[config.mk]
export PLATFORM = sky130hd
export DESIGN_NAME = tm_ctrl
export DESIGN_NICKNAME = d
export VERILOG_FILES = /design/src/tm_pkg.sv /design/src/tm_sync.sv /design/src/tm_ctrl.sv
export SDC_FILE = /design/constraint.sdc
export NUM_CORES = 1
export LEC_CHECK = 0
export BUFFER_PORTS_ARGS = -buffer_cell sky130_fd_sc_hd__buf_4
export CORE_ASPECT_RATIO = 2
export CORE_MARGIN = 2
export CORE_UTILIZATION = 35
export CTS_CLUSTER_SIZE = 16
export DETAILED_ROUTE_END_ITERATION = 8
export PLACE_DENSITY = 0.58
export SETUP_SLACK_MARGIN = 0.1
export SYNTH_ARGS = -nofsm -noshare
export SYNTH_HDL_FRONTEND = slang
export SYNTH_SLANG_ARGS = --single-unit
[constraint.sdc]
create_clock -name clk_i -period 2.05 [get_ports clk_i]
set_input_delay 0.205 -clock clk_i [delete_from_list [all_inputs] [get_ports clk_i]]
set_output_delay 0.205 -clock clk_i [all_outputs]
set_load 0.01 [all_outputs]
[src/tm_pkg.sv]
// What this block does
// (RULE_01) remote offsets held as 10-bit two's complement
// (RULE_02) first remote offset at 0x11 and 0x12
// (RULE_03) second remote offset at 0x34 and 0x35
// (RULE_04) config bit 3 redirects first offset to second
// (RULE_05) low byte top two bits; high byte sign
// (RULE_06) signed offset added to each remote result
// (RULE_07) offsets reset to zero
// (RULE_08) address and direction bit shifted in MSB first
// (RULE_09) acknowledge own address across ninth clock
// (RULE_10) direction 0 writes, 1 reads
// (RULE_11) byte is eight data bits plus acknowledge
// (RULE_12) data rising while clock high is stop
// (RULE_13) host ends read with nack then stop
// (RULE_14) writes one or two bytes, reads one byte
// (RULE_15) first write byte loads pointer, second stores
// (RULE_16) bit 5 at 0x22 masks local alerts
// (RULE_17) config bits 1 and 0 mask remotes
// (RULE_18) config bit 7 masks all; read 0x03, write 0x09
// (RULE_19) standby bit halts converter, drops pending result
// (RULE_20) write to 0x0F in standby runs one conversion
// (RULE_21) limit alerts still raised during standby
// (RULE_22) open comparator sampled at conversion start sets flags
// (RULE_23) flags sticky until read and condition gone
// (RULE_24) any unmasked flag drives active-low alert
`default_nettype none
package tm_pkg;
  // register pointer values
  localparam logic [7:0] REG_STATUS_FIRST   = 8'h02;
  localparam logic [7:0] REG_CFG_RD         = 8'h03;
  localparam logic [7:0] REG_CFG_WR         = 8'h09;
  localparam logic [7:0] REG_ONESHOT        = 8'h0F;
  localparam logic [7:0] REG_OFF_A_HIGH     = 8'h11;
  localparam logic [7:0] REG_OFF_A_LOW      = 8'h12;
  localparam logic [7:0] REG_CONSEC_ALERT   = 8'h22;
  localparam logic [7:0] REG_STATUS_SECOND  = 8'h23;
  localparam logic [7:0] REG_OFF_B_HIGH     = 8'h34;
  localparam logic [7:0] REG_OFF_B_LOW      = 8'h35;
  // reset values
  localparam logic [7:0] PTR_RESET          = 8'h00;
  localparam logic [7:0] CFG_RESET          = 8'h00;
  localparam logic [7:0] CONSEC_RESET       = 8'h00;
  localparam logic [9:0] OFFSET_RESET       = 10'h000;
  // field positions
  localparam int CFG_MASK_B_BIT     = 0;
  localparam int CFG_MASK_A_BIT     = 1;
  localparam int CFG_ALIAS_BIT      = 3;
  localparam int CFG_STANDBY_BIT    = 6;
  localparam int CFG_MASK_ALL_BIT   = 7;
  localparam int CONSEC_MASK_L_BIT  = 5;
  localparam int OFF_WIDTH          = 10;
  // converter channel codes
  localparam logic [1:0] CH_LOCAL = 2'h0;
  localparam logic [1:0] CH_A     = 2'h1;
  localparam logic [1:0] CH_B     = 2'h2;
  // own serial address, arbitrary value
  localparam logic [6:0] DEV_ADDR_DEFAULT = 7'h4C;

  typedef enum logic [2:0] {
    ST_IDLE = 3'b000,
    ST_ADDR = 3'b001,
    ST_ACKA = 3'b010,
    ST_WR   = 3'b011,
    ST_ACKW = 3'b100,
    ST_RD   = 3'b101,
    ST_RACK = 3'b110,
    ST_SKIP = 3'b111
  } tm_state_e;
endpackage
`default_nettype wire

[src/tm_sync.sv]
`default_nettype none
module tm_sync #(
  parameter int W = 1
) (
  input  wire logic         clk_i,
  input  wire logic         sys_rst_i,
  input  wire logic [W-1:0] async_i,
  output var  logic [W-1:0] sync_o
);
  logic [W-1:0] meta_q;

  always_ff @(posedge clk_i)
  begin
    if (sys_rst_i)
    begin
      meta_q <= '1;
      sync_o <= '1;
    end
    else
    begin
      meta_q <= async_i;
      sync_o <= meta_q;
    end
  end
endmodule
`default_nettype wire

[src/tm_ctrl.sv]
`default_nettype none
module tm_ctrl #(
  parameter logic [6:0] DEV_ADDR = tm_pkg::DEV_ADDR_DEFAULT
) (
  input  wire logic        clk_i,
  input  wire logic        sys_rst_i,
  input  wire logic        serial_clock_i,
  input  wire logic        serial_data_line_i,
  output var  logic        serial_data_line_o,
  output var  logic        serial_data_line_oe_o,
  input  wire logic        open_a_i,
  input  wire logic        open_b_i,
  input  wire logic [5:0]  lim_flags_i,
  input  wire logic        conv_busy_i,
  input  wire logic        conv_start_i,
  input  wire logic        conv_done_i,
  input  wire logic [1:0]  conv_chan_i,
  input  wire logic [9:0]  conv_raw_i,
  output var  logic        conv_en_o,
  output var  logic        rep_valid_o,
  output var  logic [1:0]  rep_chan_o,
  output var  logic [10:0] rep_temp_o,
  output var  logic        alert_n_o
);

  logic [3:0]        sync_s;
  logic              scl_s;
  logic              sda_s;
  logic              opa_s;
  logic              opb_s;
  logic              scl_p_q;
  logic              sda_p_q;
  logic              scl_rise;
  logic              scl_fall;
  logic              start_det;
  logic              stop_det;
  tm_pkg::tm_state_e st_q;
  logic [2:0]        cnt_q;
  logic [7:0]        sh_q;
  logic              rw_q;
  logic              ack_q;
  logic [1:0]        nbyte_q;
  logic              oe_q;
  logic [7:0]        ptr_q;
  logic              wr_en_q;
  logic [7:0]        wr_data_q;
  logic              rd_en_q;
  logic [7:0]        rd_data;
  logic [7:0]        byte_in;
  logic              addr_hit;
  logic [7:0]        cfg_q;
  logic [7:0]        consec_q;
  logic [9:0]        off_a_q;
  logic [9:0]        off_b_q;
  logic [5:0]        lim_q;
  logic              opa_q;
  logic              opb_q;
  logic              opa_now_q;
  logic              opb_now_q;
  logic              oneshot_q;
  logic              alert_any;
  logic [10:0]       sum_a;
  logic [10:0]       sum_b;
  logic              wr_off_a;
  logic              wr_off_b;
  logic              rd_st1;
  logic              rd_st2;

  tm_sync #(
    .W (4)
  ) u_sync (
    .clk_i     (clk_i),
    .sys_rst_i (sys_rst_i),
    .async_i   ({serial_clock_i, serial_data_line_i, open_a_i, open_b_i}),
    .sync_o    (sync_s)
  );

  assign scl_s = sync_s[3];
  assign sda_s = sync_s[2];
  assign opa_s = sync_s[1];
  assign opb_s = sync_s[0];

  always_ff @(posedge clk_i)
  begin
    if (sys_rst_i)
    begin
      scl_p_q <= 1'b1;
      sda_p_q <= 1'b1;
    end
    else
    begin
      scl_p_q <= scl_s;
      sda_p_q <= sda_s;
    end
  end

  assign scl_rise  = scl_s & ~scl_p_q;
  assign scl_fall  = ~scl_s & scl_p_q;
  assign start_det = scl_s & scl_p_q & sda_p_q & ~sda_s;
  assign stop_det  = scl_s & scl_p_q & ~sda_p_q & sda_s; // RULE_12
  assign byte_in   = {sh_q[6:0], sda_s};
  assign addr_hit  = (sh_q[6:0] == DEV_ADDR);

  // register read mux; offset alias follows config bit 3
  always_comb
  begin
    rd_data = 8'h00;
    unique case (ptr_q)
      tm_pkg::REG_STATUS_FIRST:
        rd_data = {conv_busy_i, lim_q[5:2], opa_q, 2'b00};
      tm_pkg::REG_CFG_RD:
        rd_data = cfg_q;
      tm_pkg::REG_OFF_A_HIGH:
        rd_data = cfg_q[tm_pkg::CFG_ALIAS_BIT] ? off_b_q[9:2] : off_a_q[9:2]; // RULE_04
      tm_pkg::REG_OFF_A_LOW:
        rd_data = {cfg_q[tm_pkg::CFG_ALIAS_BIT] ? off_b_q[1:0] : off_a_q[1:0], 6'h00}; // RULE_05
      tm_pkg::REG_CONSEC_ALERT:
        rd_data = consec_q;
      tm_pkg::REG_STATUS_SECOND:
        rd_data = {3'b000, lim_q[1:0], opb_q, 1'b0, ~alert_n_o};
      tm_pkg::REG_OFF_B_HIGH:
        rd_data = off_b_q[9:2]; // RULE_03
      tm_pkg::REG_OFF_B_LOW:
        rd_data = {off_b_q[1:0], 6'h00};
      default:
        rd_data = 8'h00;
    endcase
  end

  // serial slave state machine
  always_ff @(posedge clk_i)
  begin
    if (sys_rst_i)
    begin
      st_q      <= tm_pkg::ST_IDLE;
      cnt_q     <= 3'h0;
      sh_q      <= 8'h00;
      rw_q      <= 1'b0;
      ack_q     <= 1'b0;
      nbyte_q   <= 2'h0;
      oe_q      <= 1'b0;
      ptr_q     <= tm_pkg::PTR_RESET;
      wr_en_q   <= 1'b0;
      wr_data_q <= 8'h00;
      rd_en_q   <= 1'b0;
    end
    else
    begin
      wr_en_q <= 1'b0;
      rd_en_q <= 1'b0;
      if (stop_det)
      begin
        st_q <= tm_pkg::ST_IDLE;
        oe_q <= 1'b0;
      end
      else if (start_det)
      begin
        st_q  <= tm_pkg::ST_ADDR;
        cnt_q <= 3'h0;
        ack_q <= 1'b0;
        oe_q  <= 1'b0;
      end
      else
      begin
        unique case (st_q)
          tm_pkg::ST_IDLE, tm_pkg::ST_SKIP:
          begin
            oe_q <= 1'b0;
          end
          tm_pkg::ST_ADDR:
          begin
            if (scl_rise)
            begin
              sh_q  <= byte_in; // RULE_08
              cnt_q <= cnt_q + 3'h1;
              if (cnt_q == 3'h7)
              begin
                rw_q <= sda_s; // RULE_10
                st_q <= addr_hit ? tm_pkg::ST_ACKA : tm_pkg::ST_SKIP; // RULE_09
              end
            end
          end
          tm_pkg::ST_ACKA:
          begin
            if (scl_fall)
            begin
              if (!ack_q)
              begin
                ack_q <= 1'b1;
                oe_q  <= 1'b1; // RULE_09
              end
              else
              begin
                ack_q   <= 1'b0;
                cnt_q   <= 3'h0;
                nbyte_q <= 2'h0;
                if (rw_q)
                begin
                  st_q    <= tm_pkg::ST_RD;
                  sh_q    <= rd_data;
                  oe_q    <= ~rd_data[7];
                  rd_en_q <= 1'b1;
                end
                else
                begin
                  st_q <= tm_pkg::ST_WR;
                  oe_q <= 1'b0;
                end
              end
            end
          end
          tm_pkg::ST_WR:
          begin
            if (scl_rise)
            begin
              sh_q  <= byte_in;
              cnt_q <= cnt_q + 3'h1;
              if (cnt_q == 3'h7) // RULE_11
              begin
                nbyte_q <= nbyte_q + 2'h1;
                if (nbyte_q == 2'h0)
                begin
                  ptr_q <= byte_in; // RULE_15
                  st_q  <= tm_pkg::ST_ACKW;
                end
                else if (nbyte_q == 2'h1)
                begin
                  wr_en_q   <= 1'b1; // RULE_15
                  wr_data_q <= byte_in;
                  st_q      <= tm_pkg::ST_ACKW;
                end
                else
                begin
                  st_q <= tm_pkg::ST_SKIP; // RULE_14
                end
              end
            end
          end
          tm_pkg::ST_ACKW:
          begin
            if (scl_fall)
            begin
              ack_q <= ~ack_q;
              oe_q  <= ~ack_q;
              if (ack_q)
              begin
                st_q  <= tm_pkg::ST_WR;
                cnt_q <= 3'h0;
              end
            end
          end
          tm_pkg::ST_RD:
          begin
            if (scl_rise)
            begin
              cnt_q <= cnt_q + 3'h1;
              if (cnt_q == 3'h7)
              begin
                st_q <= tm_pkg::ST_RACK;
              end
            end
            else if (scl_fall)
            begin
              sh_q <= {sh_q[6:0], 1'b0};
              oe_q <= ~sh_q[6];
            end
          end
          tm_pkg::ST_RACK:
          begin
            // single byte per read; host acknowledge ignored
            if (scl_fall)
            begin
              oe_q <= 1'b0;
              st_q <= tm_pkg::ST_SKIP; // RULE_14
            end
          end
        endcase
      end
    end
  end

  assign wr_off_a = ~cfg_q[tm_pkg::CFG_ALIAS_BIT];
  assign wr_off_b = cfg_q[tm_pkg::CFG_ALIAS_BIT];

  // software written registers
  always_ff @(posedge clk_i)
  begin
    if (sys_rst_i)
    begin
      cfg_q    <= tm_pkg::CFG_RESET;
      consec_q <= tm_pkg::CONSEC_RESET;
      off_a_q  <= tm_pkg::OFFSET_RESET; // RULE_07
      off_b_q  <= tm_pkg::OFFSET_RESET;
    end
    else if (wr_en_q)
    begin
      unique case (ptr_q)
        tm_pkg::REG_CFG_WR:
          cfg_q <= wr_data_q;
        tm_pkg::REG_CONSEC_ALERT:
          consec_q <= wr_data_q;
        tm_pkg::REG_OFF_A_HIGH:
        begin
          if (wr_off_a)
            off_a_q[9:2] <= wr_data_q; // RULE_02
          if (wr_off_b)
            off_b_q[9:2] <= wr_data_q; // RULE_04
        end
        tm_pkg::REG_OFF_A_LOW:
        begin
          if (wr_off_a)
            off_a_q[1:0] <= wr_data_q[7:6]; // RULE_05
          if (wr_off_b)
            off_b_q[1:0] <= wr_data_q[7:6]; // RULE_04
        end
        tm_pkg::REG_OFF_B_HIGH:
          off_b_q[9:2] <= wr_data_q; // RULE_03
        tm_pkg::REG_OFF_B_LOW:
          off_b_q[1:0] <= wr_data_q[7:6]; // RULE_01
        default:
        begin
          cfg_q <= cfg_q;
        end
      endcase
    end
  end

  // one-shot request; setting wins over completion
  always_ff @(posedge clk_i)
  begin
    if (sys_rst_i)
      oneshot_q <= 1'b0;
    else if (wr_en_q && ptr_q == tm_pkg::REG_ONESHOT && cfg_q[tm_pkg::CFG_STANDBY_BIT])
      oneshot_q <= 1'b1; // RULE_20
    else if (conv_done_i && conv_chan_i == tm_pkg::CH_B)
      oneshot_q <= 1'b0;
  end

  always_ff @(posedge clk_i)
  begin
    if (sys_rst_i)
      conv_en_o <= 1'b0;
    else
      conv_en_o <= ~cfg_q[tm_pkg::CFG_STANDBY_BIT] | oneshot_q; // RULE_19
  end

  assign sum_a = 11'({conv_raw_i[9], conv_raw_i} + {off_a_q[9], off_a_q});
  assign sum_b = 11'({conv_raw_i[9], conv_raw_i} + {off_b_q[9], off_b_q});

  // results reported only while the converter is allowed to run
  always_ff @(posedge clk_i)
  begin
    if (sys_rst_i)
    begin
      rep_valid_o <= 1'b0;
      rep_chan_o  <= tm_pkg::CH_LOCAL;
      rep_temp_o  <= 11'h000;
    end
    else
    begin
      rep_valid_o <= conv_done_i & conv_en_o; // RULE_19
      if (conv_done_i && conv_en_o)
      begin
        rep_chan_o <= conv_chan_i;
        if (conv_chan_i == tm_pkg::CH_A)
          rep_temp_o <= sum_a; // RULE_06
        else if (conv_chan_i == tm_pkg::CH_B)
          rep_temp_o <= sum_b; // RULE_06
        else
          rep_temp_o <= {conv_raw_i[9], conv_raw_i};
      end
    end
  end

  assign rd_st1 = rd_en_q && ptr_q == tm_pkg::REG_STATUS_FIRST;
  assign rd_st2 = rd_en_q && ptr_q == tm_pkg::REG_STATUS_SECOND;

  // sticky status flags, new events win over read clear
  always_ff @(posedge clk_i)
  begin
    if (sys_rst_i)
    begin
      lim_q     <= 6'h00;
      opa_q     <= 1'b0;
      opb_q     <= 1'b0;
      opa_now_q <= 1'b0;
      opb_now_q <= 1'b0;
    end
    else
    begin
      lim_q <= (lim_q & ~({{4{rd_st1}}, {2{rd_st2}}} & ~lim_flags_i)) | lim_flags_i; // RULE_21
      if (conv_start_i && conv_en_o)
      begin
        opa_now_q <= opa_s; // RULE_22
        opb_now_q <= opb_s;
      end
      opa_q <= (opa_q & ~(rd_st1 & ~opa_now_q)) | (conv_start_i & conv_en_o & opa_s); // RULE_23
      opb_q <= (opb_q & ~(rd_st2 & ~opb_now_q)) | (conv_start_i & conv_en_o & opb_s); // RULE_22
    end
  end

  assign alert_any = ~cfg_q[tm_pkg::CFG_MASK_ALL_BIT] & ( // RULE_18
    (|lim_q[5:4] & ~consec_q[tm_pkg::CONSEC_MASK_L_BIT]) | // RULE_16
    ((|lim_q[3:2] | opa_q) & ~cfg_q[tm_pkg::CFG_MASK_A_BIT]) | // RULE_17
    ((|lim_q[1:0] | opb_q) & ~cfg_q[tm_pkg::CFG_MASK_B_BIT]));

  always_ff @(posedge clk_i)
  begin
    if (sys_rst_i)
    begin
      alert_n_o          <= 1'b1;
      serial_data_line_o <= 1'b0;
      serial_data_line_oe_o <= 1'b0;
    end
    else
    begin
      alert_n_o          <= ~alert_any; // RULE_24
      serial_data_line_o <= 1'b0;
      serial_data_line_oe_o <= oe_q;
    end
  end
endmodule
`default_nettype wire

Word level (Yosys, flattened, before mapping)
Cells that the tools add are included.
{ "word_totals": {"ff_bits": 110, "latchBits": 0, "ram_bits": 0, "rom_bits": 0, "word_cells": 254, "mem_count": 0} }
{ "classes": {"addsub": 4, "multipliers": 0, "n_div": 0, "n_lt_le_gt_ge": 0, "n_eq_ne": 53, "n_shift": 0, "muxes": 59, "bitwise_logic": 58, "n_reduce_logical": 46} }
{ "ops": {"columns": ["cell", "count"], "rows": [
  ["8-bit one-hot mux with 8 select lines", 1],
  ["3-bit two-way mux", 17],
  ["7-bit two-way mux", 6],
  ["3-bit inequality test (second input constant)", 11],
  ["8-bit by 6-bit equality test with 1-bit output (second input constant)", 4],
  ["2-bit inequality test (second input constant)", 16],
  ["1-bit NOT", 27],
  ["12-bit AND reduction", 2],
  ["10-bit by 10-bit adder with 11-bit output", 2],
  ["11-bit two-way mux", 2],
  ["7-bit one-hot mux with 3 select lines", 1],
  ["1-bit bitwise AND", 19],
  ["3-bit one-hot mux with 6 select lines", 1],
  ["8-bit by 2-bit equality test with 1-bit output (second input constant)", 2],
  ["8-bit by 4-bit equality test with 1-bit output (second input constant)", 2],
  ["8-bit by 5-bit equality test with 1-bit output (second input constant)", 2],
  ["2-bit two-way mux", 8],
  ["8-bit two-way mux", 2],
  ["8-bit one-hot mux with 2 select lines", 1],
  ["3-bit equality test (second input constant)", 5],
  ["1-bit two-way mux", 15],
  ["7-bit AND reduction", 2],
  ["2-bit OR reduction", 7],
  ["6-bit bitwise AND", 2],
  ["other kinds (33)", 63]
]} }

Logic depth before layout (Yosys ltp)
Gate-level depths: netlist of run 1.
{ "depth": {"depth_word": 7, "depth_mapped": 9, "ltp_nobuf": 8} }

Cells and area by module
Synthesis of run 1 repeated with hierarchy kept, for this count alone.
{ "unflattened": {"cells_unflattened": 735, "area_unflattened_um2": 6162.2} }
{ "by_module_without_submodules": {"columns": ["mod", "n_inst", "cells_each", "area_per_inst_um2", "seq_area_each_um2"], "rows": [
  ["tm_ctrl", 1, 719, 5952.0, 2042.0],
  ["tm_sync", 1, 16, 210.2, 160.2]
]} }

Worst setup path before layout of run 1
OpenSTA, ideal clock, no wires.
{ "synth_path": {"path_kind": "register -> register", "startpoint": "reg off_b_q[0]", "endpoint": "reg rep_temp_o[8]", "t_arrival_ns": 1.909, "required_time_ns": 1.926, "path_slack_ns": 0.017, "path_stages_with_launch": 9, "path_buffers": 0, "cell_sequence": "dfxtp_1 ha_1 fa_1 a211oi_1 o21bai_1 o31a_1 xor2_1 o31ai_1 a21oi_1"} }
{ "synth_via": {"elab_chain_cells": 3} }
{ "synth_rtl": {"columns": ["element", "line", "text"], "rows": [
  ["from (decl)", "tm_ctrl.sv:54", "logic [9:0] off_b_q;"],
  ["from (signal assigned)", "tm_ctrl.sv:293", "off_b_q <= tm_pkg::OFFSET_RESET;"],
  ["from (signal assigned)", "tm_ctrl.sv:314", "off_b_q[1:0] <= wr_data_q[7:6];"],
  ["from (signal assigned)", "tm_ctrl.sv:319", "off_b_q[1:0] <= wr_data_q[7:6];"],
  ["10-bit by 10-bit adder with 11-bit output", "tm_ctrl.sv:348", "assign sum_b = 11'({conv_raw_i[9], conv_raw_i} + {off_b_q[9], off_b_q});"],
  ["11-bit two-way mux", "tm_ctrl.sv:367", "else if (conv_chan_i == tm_pkg::CH_B)"],
  ["11-bit two-way mux", "tm_ctrl.sv:365", "if (conv_chan_i == tm_pkg::CH_A)"],
  ["to (signal assigned)", "tm_ctrl.sv:366", "rep_temp_o <= sum_a;"],
  ["to (signal assigned)", "tm_ctrl.sv:368", "rep_temp_o <= sum_b;"],
  ["to (signal assigned)", "tm_ctrl.sv:370", "rep_temp_o <= {conv_raw_i[9], conv_raw_i};"],
  ["to (decl)", "tm_ctrl.sv:22", "output var logic [10:0] rep_temp_o,"]
]} }
No other way between the ends.
A chain may end at the register's enable or synchronous reset.

Worst setup path in the final report of run 1
Same ends and word-level chain as after synthesis.

==> results of run 1 <==
[layout make-up]
cell class	instances	area share
sequential	110	0.285
multi-input combinational	568	0.503
clock inverter	6	0.00660
inverter	10	0.00483
timing repair buffer	127	0.137
tap	207	0.0333
clock buffer	10	0.0307
[final timing paths]
kind,slack (ns),start,cells past startpoint,endpoint
worst min-delay path,0.03,serial_clock_i,2,u_sync.meta_q[3]$_SDFF_PP1_
worst min register to register,0.41,u_sync.meta_q[2]$_SDFF_PP1_,1,u_sync.sync_o[2]$_SDFF_PP1_
worst max-delay path,0.02,off_b_q[0]$_SDFFE_PP0P_,8,rep_temp_o[8]$_SDFFE_PP0P_
worst max register to register,0.02,off_b_q[0]$_SDFFE_PP0P_,8,rep_temp_o[8]$_SDFFE_PP0P_
[logic make-up after synthesis]
logic type	count (synthesis)	synth area share
compound gates	183	0.191
other cells	1	0.000627
buf+inv	55	0.0364
mux	45	0.0822
fa+ha+maj	26	0.0569
simple gates	300	0.246
flops	110	0.368
xor+xnor	13	0.0190
[flip-flops by register name, summed over array words and instances (netlist names), 4 cells and up]
signal,count
off_b_q,10
consec_q,8
u_sync.sync_o,4
lim_q,6
off_a_q,10
sh_q,7
u_sync.meta_q,4
cfg_q,8
ptr_q,8
rep_temp_o,11
wr_data_q,8
[placed cells by master (no fill, tap or decap), types with 11 or more instances in the layout]
cell | netlist | final
o21ai_0 | 29 | 24
mux2i_1 | 39 | 39
nand2b_1 | 16 | 16
a211oi_1 | 16 | 12
or2_2 | 13 | 13
nor2b_1 | 12 | 12
buf_4 | 1 | 112
nor2_1 | 86 | 85
nand2_1 | 75 | 64
a21oi_2 | 0 | 14
nor3_1 | 19 | 17
ha_1 | 24 | 22
xnor2_1 | 11 | 11
a21oi_1 | 71 | 57
nand3_1 | 34 | 26
dfxtp_1 | 110 | 99
[layer usage]
layer / vias up / routed length, microns
met5: - / 0
li1: 2832 / -
met1: 2692 / 6160
met4: 0 / 1340
met3: 54 / 399
met2: 108 / 10400
[report_power, final]
part / internal [mW] / switching [mW]
Clock: 0.881 / 0.858
Sequential: 2.18 / 0.0269
Combinational: 0.182 / 0.225
[synthesized netlist by cell type, types with 2 or more instances]
library cell,number
dfxtp_1,110
nor2_1,86
nand2_1,75
a21oi_1,71
mux2i_1,39
clkbuf_1,35
nand3_1,34
o21ai_0,29
ha_1,24
nor3_1,19
a211oi_1,16
nand2b_1,16
or2_2,13
nor2b_1,12
o22ai_1,11
xnor2_1,11
inv_1,10
a21o_1,7
a31oi_1,7
nand3b_1,7
buf_2,6
nand4_1,6
nor4_1,6
o21bai_1,6
o31ai_1,5
or3_1,5
a221oi_1,4
and3b_1,4
o211ai_1,4
a22o_1,3
and2_1,3
and3_1,3
buf_1,3
mux2_2,3
mux4_2,3
nor3b_1,3
a2111oi_0,2
a221o_1,2
a311oi_1,2
a32oi_1,2
fa_1,2
o311ai_0,2
xor2_1,2
[worst register-to-register path, stage by stage, from the launching register on]
cell and delay (ns):
dfxtp_2 0.34, ha_4 0.16, fa_2 0.37, a211oi_4 0.25, o21bai_2 0.12, o31a_1 0.27
xor2_1 0.14, o31ai_1 0.20, a21oi_1 0.06
[repair_timing]
item	CTS	global route
hold buffers	0	0
setup endpoints to repair	23	44
buffers inserted	3	7
gates resized for setup	20	83
gates cloned	0	1
pin swaps	18	36
[metrics by stage]
step	total power [mW]	hold slack (ns)	TNS, ns	setup slack (ns)
2_1_floorplan	2.48	0.309	0	0.0981
4_1_cts	4.39	0.0216	-0.00967	-0.00967
5_1_grt	4.53	0.0245	-0.0871	-0.0729
3_3_place_gp	2.65	0.389	-0.111	-0.0773
3_5_place_dp	2.65	0.394	-0.164	-0.100
6_report	4.35	0.0264	0	0.0215
==> flow_summary.yaml, run 1 <==
status:
  status: "completed"
sta:
  period_share: 0.990
  max_freq_mhz: 493
  setup_violations: 0
  finClkSkew_ns: 0.0103
  slew_headroom: 0.625
  period_needed_ns: 2.03
  tightestPinTransition_ns: 0.562
  slew_viol_final: 0
  finalHoldViolations: 0
  rsz0062_at_grt: "true"
floorplan:
  die_area_sq_um: 18200
  io_pins: 45
  die_w_microns: 96.4
  core_area_sq_um: 16800
  start_util: 0.357
  num_rows: 67
  die-height_microns: 189
critical_path:
  cp.required_ns: 2.28
  path_delay_family: "compound AO/OA/AOI/OAI gates"
  worstSetupStartpointType: "flip-flop"
  cp.arrival_ns: 2.26
  crit_chain: "ha_4, fa_2, a211oi_4, o21bai_2, o31a_1, xor2_1, o31ai_1, a21oi_1"
  critPathMaxStageDelay_ns: 0.37
  end_kind: "flip-flop"
  path_class: "flip-flop to flip-flop"
  slowest_stage: "fa_2"
  crit_buf_inv: 0
  worst-path-max-fanout: 2
layout:
  nets: 879
  synthToLayoutAreaGrowth_pct: 30.0
  fin_area_sq_um: 7780
  diodes: 0
  final_util: 0.464
  fillers: 1656
  drive_gt1_frac: 0.286
  regArea_sq_um: 2220
  layoutNonFillerInstCount: 1038
  multi_input_area_sq_um: 3910
placement:
  gp_congestion: 0.917
  dp.cells: 1011
  portBuffers: 43
  place_area_sq_um: 6980
  dp_hpwl_mm: 14.1
clock_tree:
  htreeDepth: 3
  clockBufferDepth: 2
  ctsRootBufferMaster: "clkbuf_16"
  insertion_delay_ns: 0.36
  cts_tree: "built"
  cts_buffers: 9
  clkSinkCount: 110
  clkSlewWorstSetupHoldPaths_ns: 0.08
grt:
  grt_max_degree: 53
  grt_pass1_vias: 5798
  gr-total-overflow: 0
  track_usage: 0.207
  antenna_found_initial: 0
  met1_usage: 0.193
  grt_use_met3: 0.0243
  grt_pass1_wl_mm: 28.9
  top_usage_layer: "met2"
  grtUsageMet2: 0.394
drt:
  dr_total_vias: 5686
  routed_wirelength_mm: 18.3
  drtIter0Drc: 248
  drc: 0
  antenna_left: 0
  wl_per_cell_microns: 17.7
  via_per_inst: 5.48
  drt_first_pass_iters: 5
worst_hold_path:
  min_path_type: "input port to flip-flop"
yosys:
  syn_nets: 786
  synth.area.top_cells: "dfxtp_1 (37%), mux2i_1 (6.5%), a21oi_1 (5.9%), nor2_1 (5.4%), ha_1 (5.0%)"
  ys_types: 63
  syn_area_sq_um: 5980
  synth-seq-area-share: 0.368
  synthCells: 733
  synth_edf_count: 0
  ys_warn_count: 0
  avgSynthCellArea_sq_um: 8.16
  async_flop_share: 0
  synth.ff_latch_count: 110
  synth_top_area_share: 0.368
  synth_top_area_cell: "dfxtp_1"
  ys.flop_type: "dfxtp_1"
run:
  drv_cap: 0
pwr:
  pwr_density_cell_nw_per_um2: 559
  peakVddDrop_mv: 0.394
  p_leak_nw: 3.07
(Power assumes the default switching activity.)
==> run 2: changes to the inputs <==
Settings changed: CORE_ASPECT_RATIO 2 to not set.
==> flow_summary.yaml, run 2 (synthesis gave the netlist of run 1 again) <==
status:
  status: "finished with violations"
  violations: "setup timing"
critical_path:
  critPathMaxStageDelay_ns: 0.36
  r2r_start: "off_b_q[0]$_SDFFE_PP0P_"
  cp.required_ns: 2.29
  slowest_stage: "fa_2"
  worstSetupStartpointType: "flip-flop"
  crit_chain: "ha_4, fa_2, a211oi_4, o21bai_2, o31a_1, xor2_1, o31ai_1, a21oi_1"
  worstRegToRegCells: 8
  r2r-end: "rep_temp_o[8]$_SDFFE_PP0P_"
  worst-path-max-fanout: 2
  rrSetupSlack_ns: -0.006
  cp.arrival_ns: 2.30
  end_kind: "flip-flop"
  path_class: "flip-flop to flip-flop"
sta:
  finalHoldViolations: 0
  period_share: 1.00
  finClkSkew_ns: 0.00661
  setup_violations: 1
  rsz0062_at_grt: "true"
  final.setup.tns_ns: -0.00578
  slew_headroom: 0.606
  tightestPinTransition_ns: 0.589
  max_freq_mhz: 486
  period_needed_ns: 2.06
  slew_viol_final: 0
  setup_ws_ns: -0.00578
pwr:
  p_leak_nw: 3.02
  p_total_mw: 4.57
  peakVddDrop_mv: 0.465
  pwr_density_cell_nw_per_um2: 596
floorplan:
  die_area_sq_um: 18200
  die_w_microns: 135
  die-height_microns: 135
  core_area_sq_um: 16600
  start_util: 0.359
  io_pins: 45
  num_rows: 47
layout:
  final_cell_mix: "buf_4 (108), dfxtp_1 (98), nor2_1 (85)"
  mostFrequentLayoutCell: "buf_4"
  regMostFlops: "rep_temp_o"
  fillers: 1644
  reg_top3: "rep_temp_o: 11 flops, off_a_q: 10 flops, off_b_q: 10 flops"
  nets: 869
  synthToLayoutAreaGrowth_pct: 28.1
  largest_reg_flops: 11
  drive_gt1_frac: 0.264
  diodes: 0
drt:
  routed_wirelength_mm: 17.0
  antenna_left: 0
  dr_total_vias: 5599
  drtIter0Drc: 283
  drt_first_pass_iters: 5
  via_per_inst: 5.38
  wl_per_cell_microns: 16.3
  drc: 0
clock_tree:
  clkSlewWorstSetupHoldPaths_ns: 0.07
  cts_buffers: 9
  clockBufferDepth: 2
  cts_tree: "built"
  cts_hold_buf: 0
  insertion_delay_ns: 0.36
  clkSinkCount: 110
  htreeDepth: 3
  ctsRootBufferMaster: "clkbuf_16"
grt:
  antenna_found_initial: 0
  track_usage: 0.189
  gr-total-overflow: 0
  grt_max_degree: 47
  grt_pass1_wl_mm: 26.9
  grt_pass1_vias: 5057
worst_hold_path:
  hold-path-endpoint: "u_sync.meta_q[1]$_SDFF_PP1_"
  worst_hold_startpoint: "open_a_i"
  min_path_type: "input port to flip-flop"
  hold_depth: 2
run:
  drv_cap: 0
placement:
  dp_hpwl_mm: 12.4
  portBuffers: 43
  gp_congestion: 0.907
## run 2: changes by cell type in the layout (fill, tap and decap cells not counted), moves of 3 or more
cell / delta
nand3_2: -4
nand2_4: -6
ha_1: -3
nand2_1: +8
nand3_1: +4
inv_6: -3
buf_6: -3
a21oi_2: -5
buf_4: -4
a21oi_1: +4
## run 2: through the flow
| stage | instance area (sq um) | worst slack, ns | utilization | hold WS (ns) | cells |
|---|---|---|---|---|---|
| floorplan | 6000 | 0.0981 | - | 0.309 | 733 |
| global placement | 6870 | 0.0101 | 0.413 | 0.390 | 1009 |
| detailed placement | 6870 | -0.0490 | 0.413 | 0.393 | 1009 |
| CTS | 7310 | 0.0196 | 0.439 | 0.0101 | 1031 |
| global route | 7660 | -0.0918 | 0.460 | 0.0194 | 1041 |
| finish | 7660 | -0.00578 | 0.460 | 0.0181 | 1041 |
## run 2: layer usage
layer | routed length [microns] | global-route usage | vias to the layer above
li1 | - | - | 2806
met1 | 8050 | 0.252 | 2634
met2 | 7760 | 0.301 | 132
met3 | 791 | 0.0357 | 27
met4 | 379 | 0.0737 | 0
met5 | 0 | 0 | -
## run 2: what timing repair did
item                       4_1_cts  5_1_grt
pin swaps                       10       33
gates resized for setup         17       63
setup endpoints to repair       24       47
gates cloned                     0        1
setup buffers                    6       10
## run 2: power by group
group | total [mW] | switching (mW) | internal, mW | leakage (nW)
logic | 0.395 | 0.217 | 0.179 | 1.96
clock network | 1.97 | 0.851 | 1.12 | 0.163
registers | 2.20 | 0.0275 | 2.18 | 0.899
total | 4.57 | 1.10 | 3.47 | 3.02
## run 2: area by class of cell
class | instances | area [sq um] | share of cell area
sequential | 110 | 2220 | 0.290
inverter | 10 | 37.5 | 0.00490
clock buffer | 11 | 243 | 0.0317
multi-input combinational | 568 | 3850 | 0.502
timing repair buffer | 117 | 943 | 0.123
clock inverter | 5 | 93.8 | 0.0122
tap | 220 | 275 | 0.0359
## run 2: worst max-delay path by stage
stage,from,end,cells past startpoint,slack [ns]
after floorplan,ptr_q[3]$_SDFFE_PP0P_,sh_q[2]$_SDFFE_PP0P_,6,0.1
after global placement,conv_raw_i[0],rep_temp_o[8]$_SDFFE_PP0P_,9,0.01
after detailed placement,off_b_q[1]$_SDFFE_PP0P_,rep_temp_o[7]$_SDFFE_PP0P_,7,-0.05
after CTS,off_b_q[0]$_SDFFE_PP0P_,rep_temp_o[8]$_SDFFE_PP0P_,8,0.02
after global routing,off_b_q[0]$_SDFFE_PP0P_,rep_temp_o[8]$_SDFFE_PP0P_,8,-0.09
final,off_b_q[0]$_SDFFE_PP0P_,rep_temp_o[8]$_SDFFE_PP0P_,8,-0.006
## run 2: worst max-delay path: cells and delay by family, from the launching register on
kind                     cells  cell delay (ns)
AO/OA/AOI/OAI                5             0.93
XOR/XNOR                     1             0.14
adder cells (fa/ha/maj)      2             0.52
flip-flops                   1             0.34
==> run 3: changes to the inputs <==
Settings changed: PLACE_DENSITY 0.58 to not set, PLACE_DENSITY_LB_ADDON set to 0.08.
==> flow_summary.yaml, run 3 (synthesis gave the netlist of run 1 again) <==
status:
  status: "finished with violations"
  violations: "setup timing"
clock_tree:
  cts_tree: "built"
  clkSlewWorstSetupHoldPaths_ns: 0.08
  clockBufferDepth: 2
  cts_hold_buf: 0
  ctsRootBufferMaster: "clkbuf_16"
  cts_buffers: 9
  insertion_delay_ns: 0.36
  htreeDepth: 3
  clkSinkCount: 110
drt:
  via_per_inst: 5.42
  dr_total_vias: 5587
  drtIter0Drc: 316
  wl_per_cell_microns: 17.9
  routed_wirelength_mm: 18.5
  drc: 0
  drt_first_pass_iters: 6
  antenna_left: 0
layout:
  multi_input_area_sq_um: 3900
  regArea_sq_um: 2220
  reg_top3: "rep_temp_o: 11 flops, off_a_q: 10 flops, off_b_q: 10 flops"
  mostFrequentLayoutCell: "buf_4"
  final_util: 0.458
  fin_area_sq_um: 7620
  drive_gt1_frac: 0.265
  largest_reg_flops: 11
  synthToLayoutAreaGrowth_pct: 27.4
  fillers: 1654
  layoutNonFillerInstCount: 1030
  nets: 858
  final_cell_mix: "buf_4 (100), dfxtp_1 (96), nor2_1 (84)"
  diodes: 0
  regMostFlops: "rep_temp_o"
placement:
  dp_hpwl_mm: 13.9
  place_area_sq_um: 6830
  gp_congestion: 0.894
  dp.cells: 1005
  portBuffers: 43
grt:
  grt_pass1_vias: 5391
  track_usage: 0.205
  antenna_found_initial: 0
  gr-total-overflow: 0
  grt_pass1_wl_mm: 29.2
  grt_max_degree: 41
pwr:
  peakVddDrop_mv: 0.380
  p_total_mw: 4.62
  p_leak_nw: 2.94
  pwr_density_cell_nw_per_um2: 607
floorplan:
  start_util: 0.359
  die_w_microns: 135
  die_area_sq_um: 18200
  num_rows: 47
  die-height_microns: 135
  io_pins: 45
  core_area_sq_um: 16600
critical_path:
  slowest_stage: "fa_2"
  cp.required_ns: 2.29
  crit_buf_inv: 0
  path_class: "flip-flop to flip-flop"
  worstSetupStartpointType: "flip-flop"
  critPathMaxStageDelay_ns: 0.36
  path_delay_family: "compound AO/OA/AOI/OAI gates"
  crit_chain: "ha_4, fa_2, a211oi_2, o21bai_1, o31a_1, xor2_1, o31ai_1, a21oi_1"
  worst-path-max-fanout: 2
  cp.arrival_ns: 2.33
  end_kind: "flip-flop"
sta:
  finalHoldViolations: 0
  rsz0062_at_grt: "true"
  slew_viol_final: 0
  period_needed_ns: 2.10
  max_freq_mhz: 477
  setup_violations: 1
  period_share: 1.02
  setup_ws_ns: -0.0453
  finClkSkew_ns: 0.0116
run:
  drv_cap: 0
worst_hold_path:
  min_path_type: "input port to flip-flop"
## run 3: cell count changes in the layout (fill, tap and decap cells not counted), sizes merged
cell and change:
buf -11, inv +3, clkbuf -2, clkinv -1
## run 3: final cells by class
type,count,area share
clock buffer,9,0.0296
clock inverter,7,0.0149
inverter,10,0.00493
multi-input combinational,568,0.512
sequential,110,0.292
tap,220,0.0361
timing repair buffer,106,0.110
## run 3: repair_timing
item,4_1_cts,5_1_grt
pin swaps,11,30
endpoints found under the setup margin,36,53
buffers inserted,2,6
gates resized for setup,26,63
gates cloned,0,1
## run 3: per-layer routing
layer,GRT usage,part of all wire,vias up
met4,0.0895,0.027,0
li1,-,-,2791
met3,0.0297,0.036,33
met1,0.272,0.47,2673
met2,0.334,0.47,90
met5,0,0,-
## run 3: final timing paths
kind,startpoint,endpoint,slack [ns],cells past startpoint
min,serial_data_line_i,u_sync.meta_q[2]$_SDFF_PP1_,0.02,2
max reg2reg,off_b_q[0]$_SDFFE_PP0P_,rep_temp_o[8]$_SDFFE_PP0P_,-0.05,8
max,off_b_q[0]$_SDFFE_PP0P_,rep_temp_o[8]$_SDFFE_PP0P_,-0.05,8
min reg2reg,u_sync.meta_q[0]$_SDFF_PP1_,u_sync.sync_o[0]$_SDFF_PP1_,0.41,1
## run 3: power by group
| part | switching, mW | leakage, nW | internal (mW) | total [mW] |
|---|---|---|---|---|
| Clock | 0.904 | 0.165 | 1.10 | 2.01 |
| Sequential | 0.0293 | 0.900 | 2.18 | 2.20 |
| Combinational | 0.232 | 1.88 | 0.178 | 0.410 |
| Total | 1.17 | 2.94 | 3.46 | 4.62 |
## run 3: metrics by stage
stage	TNS (ns)	setup WS [ns]	hold slack, ns
after global placement	-0.335	-0.224	0.392
after CTS	-0.00779	-0.00779	0.0122
after floorplan	0	0.0981	0.309
after detailed placement	-0.274	-0.143	0.394
final	-0.0453	-0.0453	0.0242
after global routing	-0.165	-0.111	0.0115
